$ cat src/dslc_pkg.sv
// Purpose: shared constants and types of the block
// Assumes: registers are 8 bits wide, one per aligned 32-bit bus word
// Notes: register indices are word numbers; byte address is four times the index
package dslc_pkg;

    // ================
    // bus geometry
    localparam int unsigned ADDR_W = 12;
    localparam int unsigned IDX_W = 10;
    localparam int unsigned DATA_W = 32;
    localparam int unsigned REG_W = 8;

    localparam logic [1:0] RESP_OKAY = 2'h0;
    localparam logic [1:0] RESP_SLVERR = 2'h2;

    // ================
    // register indices
    localparam logic [IDX_W-1:0] IDX_DITHER_CONTROL = 10'h09D;
    localparam logic [IDX_W-1:0] IDX_SAMPLE_LSB_CONTROL = 10'h160;
    localparam logic [IDX_W-1:0] IDX_SERIAL_LINK_ENABLE = 10'h200;
    localparam logic [IDX_W-1:0] IDX_SERIAL_LINK_OUTPUT_MODE = 10'h201;
    localparam logic [IDX_W-1:0] IDX_FRAMES_PER_MULTIFRAME_LESS_ONE = 10'h202;
    localparam logic [IDX_W-1:0] IDX_SUPPORT_CONTROL = 10'h210;
    localparam logic [IDX_W-1:0] IDX_LINK_STATUS = 10'h211;

    // ================
    // field positions
    localparam int unsigned BIT_DITHER_ENABLE = 0;
    localparam int unsigned BIT_DITHER_AMPLITUDE_SELECT = 1;
    localparam int unsigned BIT_ROUNDING_ERROR_SELECT = 2;
    localparam int unsigned BIT_TIMESTAMP_INSERT_ENABLE = 0;
    localparam int unsigned BIT_SERIAL_LINK_ENABLE = 0;
    localparam int unsigned MODE_W = 6;
    localparam int unsigned BIT_CAL_ENABLE = 0;
    localparam int unsigned BIT_TIMESTAMP_RECEIVER_ENABLE = 1;
    localparam int unsigned BIT_STAT_RUNNING = 0;
    localparam int unsigned BIT_STAT_WIDE_CODE = 1;

    // ================
    // reset values
    localparam logic [2:0] RST_DITHER_CONTROL = 3'h0;
    localparam logic RST_TIMESTAMP_INSERT_ENABLE = 1'b0;
    localparam logic RST_SERIAL_LINK_ENABLE = 1'b1;
    localparam logic [MODE_W-1:0] RST_SERIAL_LINK_OUTPUT_MODE = 6'h00;
    localparam logic [7:0] RST_FRAMES_PER_MULTIFRAME_LESS_ONE = 8'h1F;
    localparam logic RST_CAL_ENABLE = 1'b0;
    localparam logic RST_TIMESTAMP_RECEIVER_ENABLE = 1'b0;

    // ================
    // timing and mode decode
    localparam int unsigned SYNC_STAGES = 2;
    localparam int unsigned K_W = 9;
    // output modes at or above this code use the 64b/66b link layer
    localparam logic [MODE_W-1:0] MODE_WIDE_CODE_FIRST = 6'h10;
    localparam logic [K_W-1:0] WIDE_K_BASE = 9'h100;

    // ================
    // carriers
    typedef struct packed {
        logic [ADDR_W-1:0] awaddr;
        logic awvalid;
        logic [DATA_W-1:0] wdata;
        logic [3:0] wstrb;
        logic wvalid;
        logic bready;
        logic [ADDR_W-1:0] araddr;
        logic arvalid;
        logic rready;
    } dslc_axil_req_s;

    typedef struct packed {
        logic awready;
        logic wready;
        logic [1:0] bresp;
        logic bvalid;
        logic arready;
        logic [DATA_W-1:0] rdata;
        logic [1:0] rresp;
        logic rvalid;
    } dslc_axil_rsp_s;

    typedef struct packed {
        logic wr_en;
        logic [IDX_W-1:0] wr_idx;
        logic [REG_W-1:0] wr_data;
        logic [IDX_W-1:0] rd_idx;
    } dslc_reg_req_s;

endpackage

$ cat src/dslc_ts_delay.sv
// Purpose: fixed-depth delay line for a narrow signal
// Assumes: DEPTH of zero passes the input straight through
// Notes: storage is a chain of flip-flops, cleared by reset
`timescale 1ns/10ps
`default_nettype none
module dslc_ts_delay
    import dslc_pkg::*;
#(
    parameter int unsigned DEPTH = 6,
    parameter int unsigned WIDTH = 1
) (
    input wire logic clk,
    input wire logic sys_rst,
    input wire logic [WIDTH-1:0] din,
    output logic [WIDTH-1:0] dout
);

    // ================
    // delay chain
    generate
        if (DEPTH == 0) begin : g_pass
            assign dout = din;
        end else begin : g_chain
            logic [WIDTH-1:0] stage_q [DEPTH];
            for (genvar i = 0; i < DEPTH; i++) begin : g_stage
                always_ff @(posedge clk) begin
                    if (sys_rst) begin
                        stage_q[i] <= '0;
                    end else if (i == 0) begin
                        stage_q[i] <= din;
                    end else begin
                        stage_q[i] <= stage_q[(i == 0) ? 0 : i-1];
                    end
                end
            end
            assign dout = stage_q[DEPTH-1];
        end
    endgenerate

endmodule
`default_nettype wire

$ cat src/dslc_axil_slave.sv
// Purpose: AXI4-Lite slave front end for the 8-bit register file
// Assumes: one write and one read outstanding at most
// Notes: write strobe pulses in the cycle both address and data are held, one cycle after the last handshake
`timescale 1ns/10ps
`default_nettype none
module dslc_axil_slave
    import dslc_pkg::*;
(
    input wire logic clk,
    input wire logic sys_rst,
    input wire dslc_axil_req_s axil_req,
    output dslc_axil_rsp_s axil_rsp,
    output dslc_reg_req_s reg_req,
    input wire logic wr_hit,
    input wire logic rd_hit,
    input wire logic [REG_W-1:0] rd_data
);

    logic awready_q, wready_q, aw_held_q, w_held_q, bvalid_q;
    logic arready_q, rd_pend_q, rvalid_q;
    logic [1:0] bresp_q, rresp_q;
    logic [ADDR_W-1:0] awaddr_q, araddr_q;
    logic [REG_W-1:0] wdata_q;
    logic wlane_q;
    logic [DATA_W-1:0] rdata_q;
    logic do_write;

    // ================
    // write channels
    assign do_write = aw_held_q && w_held_q && !bvalid_q;

    always_ff @(posedge clk) begin
        if (sys_rst) begin
            awready_q <= 1'b1;
            wready_q <= 1'b1;
            aw_held_q <= 1'b0;
            w_held_q <= 1'b0;
            bvalid_q <= 1'b0;
            bresp_q <= RESP_OKAY;
            awaddr_q <= '0;
            wdata_q <= '0;
            wlane_q <= 1'b0;
        end else begin
            if (axil_req.awvalid && awready_q) begin
                awready_q <= 1'b0;
                aw_held_q <= 1'b1;
                awaddr_q <= axil_req.awaddr;
            end
            if (axil_req.wvalid && wready_q) begin
                wready_q <= 1'b0;
                w_held_q <= 1'b1;
                wdata_q <= axil_req.wdata[REG_W-1:0];
                wlane_q <= axil_req.wstrb[0];
            end
            if (do_write) begin
                aw_held_q <= 1'b0;
                w_held_q <= 1'b0;
                bvalid_q <= 1'b1;
                bresp_q <= wr_hit ? RESP_OKAY : RESP_SLVERR;
            end
            if (bvalid_q && axil_req.bready) begin
                bvalid_q <= 1'b0;
                awready_q <= 1'b1;
                wready_q <= 1'b1;
            end
        end
    end

    // ================
    // read channels
    always_ff @(posedge clk) begin
        if (sys_rst) begin
            arready_q <= 1'b1;
            rd_pend_q <= 1'b0;
            rvalid_q <= 1'b0;
            rresp_q <= RESP_OKAY;
            araddr_q <= '0;
            rdata_q <= '0;
        end else begin
            if (axil_req.arvalid && arready_q) begin
                arready_q <= 1'b0;
                rd_pend_q <= 1'b1;
                araddr_q <= axil_req.araddr;
            end
            if (rd_pend_q) begin
                rd_pend_q <= 1'b0;
                rvalid_q <= 1'b1;
                rresp_q <= rd_hit ? RESP_OKAY : RESP_SLVERR;
                rdata_q <= {{(DATA_W-REG_W){1'b0}}, rd_data};
            end
            if (rvalid_q && axil_req.rready) begin
                rvalid_q <= 1'b0;
                arready_q <= 1'b1;
            end
        end
    end

    // lane 0 carries the whole register; a write without it changes nothing
    assign reg_req.wr_en = do_write && wlane_q;
    assign reg_req.wr_idx = awaddr_q[ADDR_W-1:2];
    assign reg_req.wr_data = wdata_q;
    assign reg_req.rd_idx = araddr_q[ADDR_W-1:2];

    assign axil_rsp.awready = awready_q;
    assign axil_rsp.wready = wready_q;
    assign axil_rsp.bresp = bresp_q;
    assign axil_rsp.bvalid = bvalid_q;
    assign axil_rsp.arready = arready_q;
    assign axil_rsp.rdata = rdata_q;
    assign axil_rsp.rresp = rresp_q;
    assign axil_rsp.rvalid = rvalid_q;

endmodule
`default_nettype wire

$ cat src/dslc_top.sv
// Purpose: dither, sample lsb and serial link control registers
// Assumes: samples arrive on clk SAMPLE_LAT cycles after the analog edge they carry
// Notes: timestamp and sysref are pins and pass a two-stage synchroniser
`timescale 1ns/10ps
`default_nettype none
// Contract
// rounding error select steers dither error
// amplitude bit: 0 small, 1 large
// dither applied only while enable set
// timestamp rides sample lsb when enabled
// timestamp delayed to match sample latency
// software also enables timestamp receiver
// control bit at lsb of wider field
// lane alignment reports zero control bits
// link disabled: reset, powered down, gated
// disabled multiframe counter ignores sysref
// software disables link before reconfiguring
// calibration enable brackets link enable
// mode changes only with both disabled
// reserved bits written with reset value
// frames per multiframe resets to 0x1F
// narrow coding: frames equal register plus one
// wide coding: frames equal 256*E/F
// link config applies on next enable
module dslc_top
    import dslc_pkg::*;
#(
    parameter int unsigned NUM_CH = 4,
    parameter int unsigned ADC_W = 12,
    parameter int unsigned LINK_W = 16,
    parameter int unsigned SAMPLE_LAT = 8
) (
    input wire logic clk,
    input wire logic sys_rst,
    input wire dslc_axil_req_s s_axil_req,
    output dslc_axil_rsp_s s_axil_rsp,
    input wire logic [NUM_CH-1:0][ADC_W-1:0] sample_in,
    input wire logic sample_in_valid,
    input wire logic timestamp_pin,
    input wire logic sysref_pin,
    input wire logic ila_active,
    output logic dither_enable_q,
    output logic dither_amplitude_select_q,
    output logic rounding_error_select_q,
    output logic cal_enable_q,
    output logic timestamp_receiver_enable_q,
    output logic link_reset_q,
    output logic serializer_powerdown_q,
    output logic link_clock_enable_q,
    output logic [MODE_W-1:0] link_output_mode_q,
    output logic [K_W-1:0] frames_per_multiframe_q,
    output logic lmfc_pulse_q,
    output logic [NUM_CH-1:0][LINK_W-1:0] sample_out_q,
    output logic sample_out_valid_q,
    output logic control_bits_per_sample_q
);

    localparam int unsigned TS_DEPTH = (SAMPLE_LAT > SYNC_STAGES) ?
        SAMPLE_LAT - SYNC_STAGES : 0;

    dslc_reg_req_s reg_req;
    logic wr_hit, rd_hit;
    logic [REG_W-1:0] rd_data;

    logic [2:0] dither_reg_q;
    logic timestamp_insert_enable_q;
    logic serial_link_enable_q;
    logic [MODE_W-1:0] serial_link_output_mode_q;
    logic [7:0] frames_per_multiframe_less_one_q;
    logic link_enable_prev_q;
    logic [MODE_W-1:0] active_mode_q;
    logic [7:0] active_km1_q;
    logic wide_code;
    logic [K_W-1:0] k_eff;
    logic [K_W-1:0] lmfc_cnt_q;

    logic ts_sync1_q, ts_sync2_q, ts_aligned;
    logic sr_sync1_q, sr_sync2_q, sr_prev_q, sysref_rise;

    // ================
    // bus front end
    dslc_axil_slave u_bus (
        .clk(clk),
        .sys_rst(sys_rst),
        .axil_req(s_axil_req),
        .axil_rsp(s_axil_rsp),
        .reg_req(reg_req),
        .wr_hit(wr_hit),
        .rd_hit(rd_hit),
        .rd_data(rd_data)
    );

    function automatic logic idx_mapped(input logic [IDX_W-1:0] idx);
        return (idx == IDX_DITHER_CONTROL) || (idx == IDX_SAMPLE_LSB_CONTROL) ||
            (idx == IDX_SERIAL_LINK_ENABLE) || (idx == IDX_SERIAL_LINK_OUTPUT_MODE) ||
            (idx == IDX_FRAMES_PER_MULTIFRAME_LESS_ONE) ||
            (idx == IDX_SUPPORT_CONTROL) || (idx == IDX_LINK_STATUS);
    endfunction

    assign wr_hit = idx_mapped(reg_req.wr_idx) && (reg_req.wr_idx != IDX_LINK_STATUS);
    assign rd_hit = idx_mapped(reg_req.rd_idx);

    // ================
    // register writes
    // reserved bits not stored
    always_ff @(posedge clk) begin
        if (sys_rst) begin
            dither_reg_q <= RST_DITHER_CONTROL;
            timestamp_insert_enable_q <= RST_TIMESTAMP_INSERT_ENABLE;
            serial_link_enable_q <= RST_SERIAL_LINK_ENABLE;
            serial_link_output_mode_q <= RST_SERIAL_LINK_OUTPUT_MODE;
            // multiframe reset value
            frames_per_multiframe_less_one_q <= RST_FRAMES_PER_MULTIFRAME_LESS_ONE;
            cal_enable_q <= RST_CAL_ENABLE;
            timestamp_receiver_enable_q <= RST_TIMESTAMP_RECEIVER_ENABLE;
        end else if (reg_req.wr_en) begin
            unique case (reg_req.wr_idx)
                IDX_DITHER_CONTROL: begin
                    dither_reg_q <= reg_req.wr_data[2:0];
                end
                IDX_SAMPLE_LSB_CONTROL: begin
                    timestamp_insert_enable_q <= reg_req.wr_data[BIT_TIMESTAMP_INSERT_ENABLE];
                end
                IDX_SERIAL_LINK_ENABLE: begin
                    serial_link_enable_q <= reg_req.wr_data[BIT_SERIAL_LINK_ENABLE];
                end
                IDX_SERIAL_LINK_OUTPUT_MODE: begin
                    serial_link_output_mode_q <= reg_req.wr_data[MODE_W-1:0];
                end
                IDX_FRAMES_PER_MULTIFRAME_LESS_ONE: begin
                    frames_per_multiframe_less_one_q <= reg_req.wr_data;
                end
                IDX_SUPPORT_CONTROL: begin
                    cal_enable_q <= reg_req.wr_data[BIT_CAL_ENABLE];
                    timestamp_receiver_enable_q <=
                        reg_req.wr_data[BIT_TIMESTAMP_RECEIVER_ENABLE];
                end
                default: begin
                end
            endcase
        end
    end

    // ================
    // register reads
    always_comb begin
        rd_data = '0;
        unique case (reg_req.rd_idx)
            IDX_DITHER_CONTROL: begin
                rd_data[2:0] = dither_reg_q;
            end
            IDX_SAMPLE_LSB_CONTROL: begin
                rd_data[BIT_TIMESTAMP_INSERT_ENABLE] = timestamp_insert_enable_q;
            end
            IDX_SERIAL_LINK_ENABLE: begin
                rd_data[BIT_SERIAL_LINK_ENABLE] = serial_link_enable_q;
            end
            IDX_SERIAL_LINK_OUTPUT_MODE: begin
                rd_data[MODE_W-1:0] = serial_link_output_mode_q;
            end
            IDX_FRAMES_PER_MULTIFRAME_LESS_ONE: begin
                rd_data = frames_per_multiframe_less_one_q;
            end
            IDX_SUPPORT_CONTROL: begin
                rd_data[BIT_CAL_ENABLE] = cal_enable_q;
                rd_data[BIT_TIMESTAMP_RECEIVER_ENABLE] = timestamp_receiver_enable_q;
            end
            IDX_LINK_STATUS: begin
                rd_data[BIT_STAT_RUNNING] = !link_reset_q;
                rd_data[BIT_STAT_WIDE_CODE] = wide_code;
                rd_data[REG_W-1:2] = active_mode_q;
            end
            default: begin
            end
        endcase
    end

    // ================
    // dither controls
    always_ff @(posedge clk) begin
        if (sys_rst) begin
            dither_enable_q <= 1'b0;
            dither_amplitude_select_q <= 1'b0;
            rounding_error_select_q <= 1'b0;
        end else begin
            // dither gated by enable
            dither_enable_q <= dither_reg_q[BIT_DITHER_ENABLE];
            // small or large amplitude
            dither_amplitude_select_q <= dither_reg_q[BIT_DITHER_AMPLITUDE_SELECT];
            // error into noise or offset
            rounding_error_select_q <= dither_reg_q[BIT_ROUNDING_ERROR_SELECT];
        end
    end

    // ================
    // link enable and configuration capture
    always_ff @(posedge clk) begin
        if (sys_rst) begin
            link_enable_prev_q <= RST_SERIAL_LINK_ENABLE;
            active_mode_q <= RST_SERIAL_LINK_OUTPUT_MODE;
            active_km1_q <= RST_FRAMES_PER_MULTIFRAME_LESS_ONE;
        end else begin
            link_enable_prev_q <= serial_link_enable_q;
            // capture on enable rising
            if (serial_link_enable_q && !link_enable_prev_q) begin
                active_mode_q <= serial_link_output_mode_q;
                active_km1_q <= frames_per_multiframe_less_one_q;
            end
        end
    end

    // reset, power down, gate
    always_ff @(posedge clk) begin
        if (sys_rst) begin
            link_reset_q <= 1'b1;
            serializer_powerdown_q <= 1'b1;
            link_clock_enable_q <= 1'b0;
        end else begin
            link_reset_q <= !link_enable_prev_q;
            serializer_powerdown_q <= !link_enable_prev_q;
            link_clock_enable_q <= link_enable_prev_q;
        end
    end

    // ================
    // multiframe length
    assign wide_code = (active_mode_q >= MODE_WIDE_CODE_FIRST);

    // narrow: register plus one
    // wide: 256*E/F, E one, F from mode
    assign k_eff = wide_code ? (WIDE_K_BASE >> active_mode_q[1:0]) :
        (K_W'(active_km1_q) + K_W'(1));

    always_ff @(posedge clk) begin
        if (sys_rst) begin
            link_output_mode_q <= RST_SERIAL_LINK_OUTPUT_MODE;
            frames_per_multiframe_q <= K_W'(RST_FRAMES_PER_MULTIFRAME_LESS_ONE) + K_W'(1);
        end else begin
            link_output_mode_q <= active_mode_q;
            frames_per_multiframe_q <= k_eff;
        end
    end

    // ================
    // pin synchronisers
    always_ff @(posedge clk) begin
        if (sys_rst) begin
            ts_sync1_q <= 1'b0;
            ts_sync2_q <= 1'b0;
            sr_sync1_q <= 1'b0;
            sr_sync2_q <= 1'b0;
            sr_prev_q <= 1'b0;
        end else begin
            ts_sync1_q <= timestamp_pin;
            ts_sync2_q <= ts_sync1_q;
            sr_sync1_q <= sysref_pin;
            sr_sync2_q <= sr_sync1_q;
            sr_prev_q <= sr_sync2_q;
        end
    end

    assign sysref_rise = sr_sync2_q && !sr_prev_q;

    // ================
    // multiframe counter
    // held in reset, sysref ignored
    always_ff @(posedge clk) begin
        if (sys_rst || !link_enable_prev_q) begin
            lmfc_cnt_q <= '0;
            lmfc_pulse_q <= 1'b0;
        end else if (sysref_rise) begin
            lmfc_cnt_q <= '0;
            lmfc_pulse_q <= 1'b1;
        end else if (lmfc_cnt_q >= k_eff - K_W'(1)) begin
            lmfc_cnt_q <= '0;
            lmfc_pulse_q <= 1'b1;
        end else begin
            lmfc_cnt_q <= lmfc_cnt_q + K_W'(1);
            lmfc_pulse_q <= 1'b0;
        end
    end

    // ================
    // timestamp path
    // sync stages plus delay equal sample latency
    dslc_ts_delay #(
        .DEPTH(TS_DEPTH),
        .WIDTH(1)
    ) u_ts_delay (
        .clk(clk),
        .sys_rst(sys_rst),
        .din(ts_sync2_q),
        .dout(ts_aligned)
    );

    // ================
    // sample packing
    // samples stop while the link is held in reset, nothing is buffered
    always_ff @(posedge clk) begin
        if (sys_rst || !link_enable_prev_q) begin
            sample_out_valid_q <= 1'b0;
        end else begin
            sample_out_valid_q <= sample_in_valid;
        end
    end

    generate
        for (genvar ch = 0; ch < NUM_CH; ch++) begin : g_ch
            logic [LINK_W-1:0] field;
            always_comb begin
                field = '0;
                field[LINK_W-1 -: ADC_W] = sample_in[ch];
                // timestamp on sample lsb
                // lsb of field, data kept when wider
                if (timestamp_insert_enable_q) begin
                    field[0] = ts_aligned;
                end
            end
            always_ff @(posedge clk) begin
                if (sys_rst || !link_enable_prev_q) begin
                    sample_out_q[ch] <= '0;
                end else if (sample_in_valid) begin
                    sample_out_q[ch] <= field;
                end
            end
        end
    endgenerate

    // lane alignment advertises zero
    always_ff @(posedge clk) begin
        if (sys_rst) begin
            control_bits_per_sample_q <= 1'b0;
        end else begin
            control_bits_per_sample_q <= ila_active ? 1'b0 : timestamp_insert_enable_q;
        end
    end

endmodule
`default_nettype wire

$ cat config.mk
export PLATFORM = sky130hd
export DESIGN_NAME = dslc_top
export DESIGN_NICKNAME = d
export VERILOG_FILES = /design/src/dslc_pkg.sv /design/src/dslc_ts_delay.sv /design/src/dslc_axil_slave.sv /design/src/dslc_top.sv
export SDC_FILE = /design/constraint.sdc
export NUM_CORES = 1
export LEC_CHECK = 0
export BUFFER_PORTS_ARGS = -buffer_cell sky130_fd_sc_hd__buf_4
export CORE_AREA = 2 2 106 211
export CTS_BUF_LIST = sky130_fd_sc_hd__clkbuf_16
export DETAILED_ROUTE_END_ITERATION = 12
export DIE_AREA = 0 0 108 213
export SETUP_SLACK_MARGIN = 0.5
export SYNTH_ARGS = -nofsm -noshare
export SYNTH_HDL_FRONTEND = slang
export SYNTH_SLANG_ARGS = --single-unit
$ cat constraint.sdc
create_clock -name clk -period 3.82 [get_ports clk]
set_input_delay 0.191 -clock clk [delete_from_list [all_inputs] [get_ports clk]]
set_output_delay 0.191 -clock clk [all_outputs]
set_load 0.005 [all_outputs]
==> metrics.md <==
| Metric | Value |
|---|---|
| Outcome | `finished clean` |
| Share of flip-flops with an asynchronous set or reset after synthesis | `0%` |
| Synthesized area per cell | `roughly 9.1 sq um` |
| Top cell family by delay on the critical path | `simple AND/OR/NAND/NOR gates` |
| Most common cell after layout, fill and taps aside | `sky130_fd_sc_hd__buf_4` |
| Hold endpoint | `sample_out_q[39]$_SDFFE_PP0P_` |
| Post-route non-filler standard cell count | `1,276` |
| Setup slack of the worst register-to-register path | `roughly 780 ps` |
| Setup crit end kind | `flip-flop` |
| Maximum root-to-sink buffer count | `2` |
| Worst r2r dst | `lmfc_cnt_q[7]$_SDFF_PP0_` |
| LEAKAGE | `4.31 nW` |
| Detailed-route via count | `between 5,000 and 6,000` |
| Most used flip-flop cell after synthesis | `sky130_fd_sc_hd__dfxtp_1` |
| Number of enable-type register cells in the synthesized netlist | `0` |
| Area delta synth->final | `34.0%` |
| Hold path depth | `3` |
| Max IR drop VDD | `0.217 mV` |
| Post-detailed-route DRC marker count | `0` |
| Number of distinct standard cells referenced by the synthesized netlist | `51` |
| Post-layout utilization of the core | `44.7%` |
| Maximum number of pins on one net before global-route repair | `84` |
| Placeable core region | `21,400 sq um` |
| Hold Startpoint | `sample_in[27]` |
| Number of antenna violations at the first check in global routing | `0` |
| Setup violators final | `0` |
| Maximum net fanout on the critical path | `7` |
| Die Height | `roughly 210 microns` |
| Number of buffers inserted by port buffering | `180` |
| Cell Area, Synth | `7150 sq um` |
| Master of the slowest instance on the critical path | `sky130_fd_sc_hd__dfxtp_1` |
| Critical Path Max Stage Delay | `roughly 430 ps` |
| Total Nets Final | `1,122` |
| Required time at the endpoint of the critical path | `4090 ps` |
| Series of cell instances along the critical path | `ha_1, and3_1, mux2i_2, and2_1, nor2b_2, nand3b_1, xnor2_1, ha_1, nand3_1, nor3_2, o22a_2, nor3_1` |
| Yosys warning total | `0` |
| Clk_skew | `around 13 ps` |
| Worst path buffer plus inverter count | `0` |
| Startpoint type of the worst setup path | `flip-flop` |
| Global placer's final weighted congestion | `between 0.8 and 0.9` |
| Remaining number of nets flagged by the antenna check after routing | `0` |
| Share of synthesized area occupied by flip-flops and latches | `49.0%` |
| Total number of placement rows | `76` |
| Starting density of the core | `approximately 33%` |
| Number of max-cap violations | `0` |
| Root Buffer Master | `sky130_fd_sc_hd__clkbuf_16` |
| Inserted Diodes | `0` |
| Vias in the first global route | `around 5,800` |
| Launch point of the worst path | `active_km1_q[0]$_SDFFE_PP1P_` |
| Total global routing overflow | `0` |
| Detail-routed via count per cell | `approximately 4.6` |
| Power density over cell area | `414 nW/um^2` |
| R2R Path Start | `active_km1_q[0]$_SDFFE_PP1P_` |
| Maximum level of the CTS H-tree | `4` |
| Clock Latency Late Sink | `430 ps` |
| Arrival time of data at the critical path endpoint | `3310 ps` |
| Final hold violation count | `0` |
| Max-Slew Margin vs Limit | `33.5%` |
| Post-Place Setup Slack | `627 ps` |
| Cell mode on critical path | `sky130_fd_sc_hd__ha_1` |
| Initial drt markers | `231` |
| Reg2Reg Depth | `12` |
| Maximum operating frequency | `0.329 GHz` |
| Area enclosed by the die boundary | `~23,000 sq um` |
| Sum of net half-perimeters after detailed placement | `around 13 mm` |
| Post-route clock period utilization | `79.5%` |
| Routed Wire Length | `18.5 mm` |
| Clock transition at the registers of the reported paths | `about 70 ps` |
| Seq cells post-synth | `175` |
| Fraction of layout instances using a drive strength above 1 | `22.3%` |
| Cells after synthesis | `slightly below 800` |
| Placed cell count | `1,191` |
| Setup repair after global routing missed its margin | `false` |
| Die W | `108 microns` |
| Final critical path time including I/O delays and setup | `3040 ps` |
| Worst Max-Slew Pin Slew | `996 ps` |
| HP Class | `in2reg` |
| Final Max Slew Viols | `0` |
| Wire length of the first global-routing pass | `28.7 mm` |
| Setup slack of the critical path after layout | `785 ps` |
| Final routed wire length divided by cell count | `14.5 microns` |
| Commonest cells after routing, fill and taps aside | `sky130_fd_sc_hd__buf_4 (181), sky130_fd_sc_hd__dfxtp_1 (175), sky130_fd_sc_hd__nand2_1 (108), sky130_fd_sc_hd__nor2_1 (89), sky130_fd_sc_hd__mux2i_1 (67)` |
| TritonCTS clock tree | `yes` |
| CTS sink cnt | `175` |
| Type of the worst setup path | `reg2reg` |
| I/O pin count | `250` |
| Global Route Usage Sum | `16.0%` |
| Postcts setup bufs | `0` |
| TNS Setup | `0 ps` |
| Length of the first detailed-routing pass in iterations | `4` |
| TritonCTS Buffers | `17` |
==> report_power, final <==
part           switching, mW  internal, mW  leakage (nW)  total [mW]
Clock                  0.753         0.905         0.270        1.66
Combinational          0.165         0.205          2.61       0.370
Sequential            0.0500          1.89          1.43        1.94
Total                  0.967          3.00          4.31        3.97
==> stage by stage <==
stage                     area, sq um  hold WS (ps)  power (mW)
after floorplan                  7290           267        2.17
after global placement           8460           358        2.30
after detailed placement         8460           357        2.31
after CTS                        9550        0.0845        4.03
after global routing             9570          7.28        4.14
final                            9570          13.3        3.97
==> cell usage after synthesis (12+ instances only) <==
cell type | n | area share (%)
sky130_fd_sc_hd__nand2_1 | 108 | 5.7
sky130_fd_sc_hd__o211ai_1 | 12 | 1.3
sky130_fd_sc_hd__dfxtp_1 | 175 | 49
sky130_fd_sc_hd__a21oi_1 | 53 | 3.7
sky130_fd_sc_hd__buf_4 | 48 | 5.0
sky130_fd_sc_hd__nor3_1 | 21 | 1.5
sky130_fd_sc_hd__clkbuf_1 | 27 | 1.4
sky130_fd_sc_hd__ha_1 | 12 | 2.1
sky130_fd_sc_hd__nor2_1 | 89 | 4.7
sky130_fd_sc_hd__nor2b_1 | 27 | 2.4
sky130_fd_sc_hd__inv_1 | 14 | 0.74
sky130_fd_sc_hd__mux2i_1 | 68 | 9.5
sky130_fd_sc_hd__nand3_1 | 15 | 1.1
==> registers in the layout, indices dropped and copies added (netlist names), 8 cells and up <==
name                              flops
frames_per_multiframe_q               9
u_bus.wdata_q                         8
sample_out_q                         49
active_km1_q                          8
u_bus.rdata_q                         8
u_bus.awaddr_q                       10
lmfc_cnt_q                            9
frames_per_multiframe_less_one_q      8
u_bus.araddr_q                       10
==> worst max path at each step <==
stage	to	slack, ps	depth (start not counted)
floorplan	lmfc_pulse_q$_SDFF_PP0_	1000	13
global placement	lmfc_cnt_q[4]$_SDFF_PP0_	750	12
detailed placement	lmfc_cnt_q[7]$_SDFF_PP0_	630	12
CTS	lmfc_cnt_q[3]$_SDFF_PP0_	610	12
global route	lmfc_cnt_q[6]$_SDFF_PP0_	540	13
finish	lmfc_cnt_q[7]$_SDFF_PP0_	780	12
==> area by class of cell <==
cell class                 count  area (sq um)
clock buffer                  17           425
multi-input combinational    547          3220
timing repair buffer         234          1890
tap                          273           342
fill                        2100         11800
sequential                   175          3500
clock inverter                14           131
inverter                      16          60.1
==> cell families after synthesis <==
| group | share of synthesized area, % |
|---|---|
| simple gates | 20.2 |
| flops | 49.0 |
| xor+xnor | 1.96 |
| fa+ha+maj | 2.10 |
| buf+inv | 8.23 |
| other cells | 0.0525 |
| mux | 9.52 |
| compound gates | 8.96 |
==> per-layer routing <==
layer  wire, microns  part of all wire [%]  track usage (%)  up-vias
met1            6800                    37             16.0     2711
met2           10200                    55             30.7      198
met5               0                     0                0        -
li1                -                     -                -     2985
met3             814                   4.4             2.87       36
met4             723                   3.9             8.13        0
==> repair_timing <==
action	4_1_cts	5_1_grt
hold buffers	53	0
resized for setup	0	6
endpoints found under the setup margin	0	10
endpoints found under the hold margin	53	0
==> worst register-to-register path: stages (launching register included) <==
cell                       delay, ps
sky130_fd_sc_hd__dfxtp_1         430
sky130_fd_sc_hd__ha_1            210
sky130_fd_sc_hd__and3_1          240
sky130_fd_sc_hd__mux2i_2         300
sky130_fd_sc_hd__and2_1          190
sky130_fd_sc_hd__nor2b_2         200
sky130_fd_sc_hd__nand3b_1        110
sky130_fd_sc_hd__xnor2_1         140
sky130_fd_sc_hd__ha_1            310
sky130_fd_sc_hd__nand3_1         130
sky130_fd_sc_hd__nor3_2          300
sky130_fd_sc_hd__o22a_2          250
sky130_fd_sc_hd__nor3_1           70
Power figures use the tool's default switching activity.
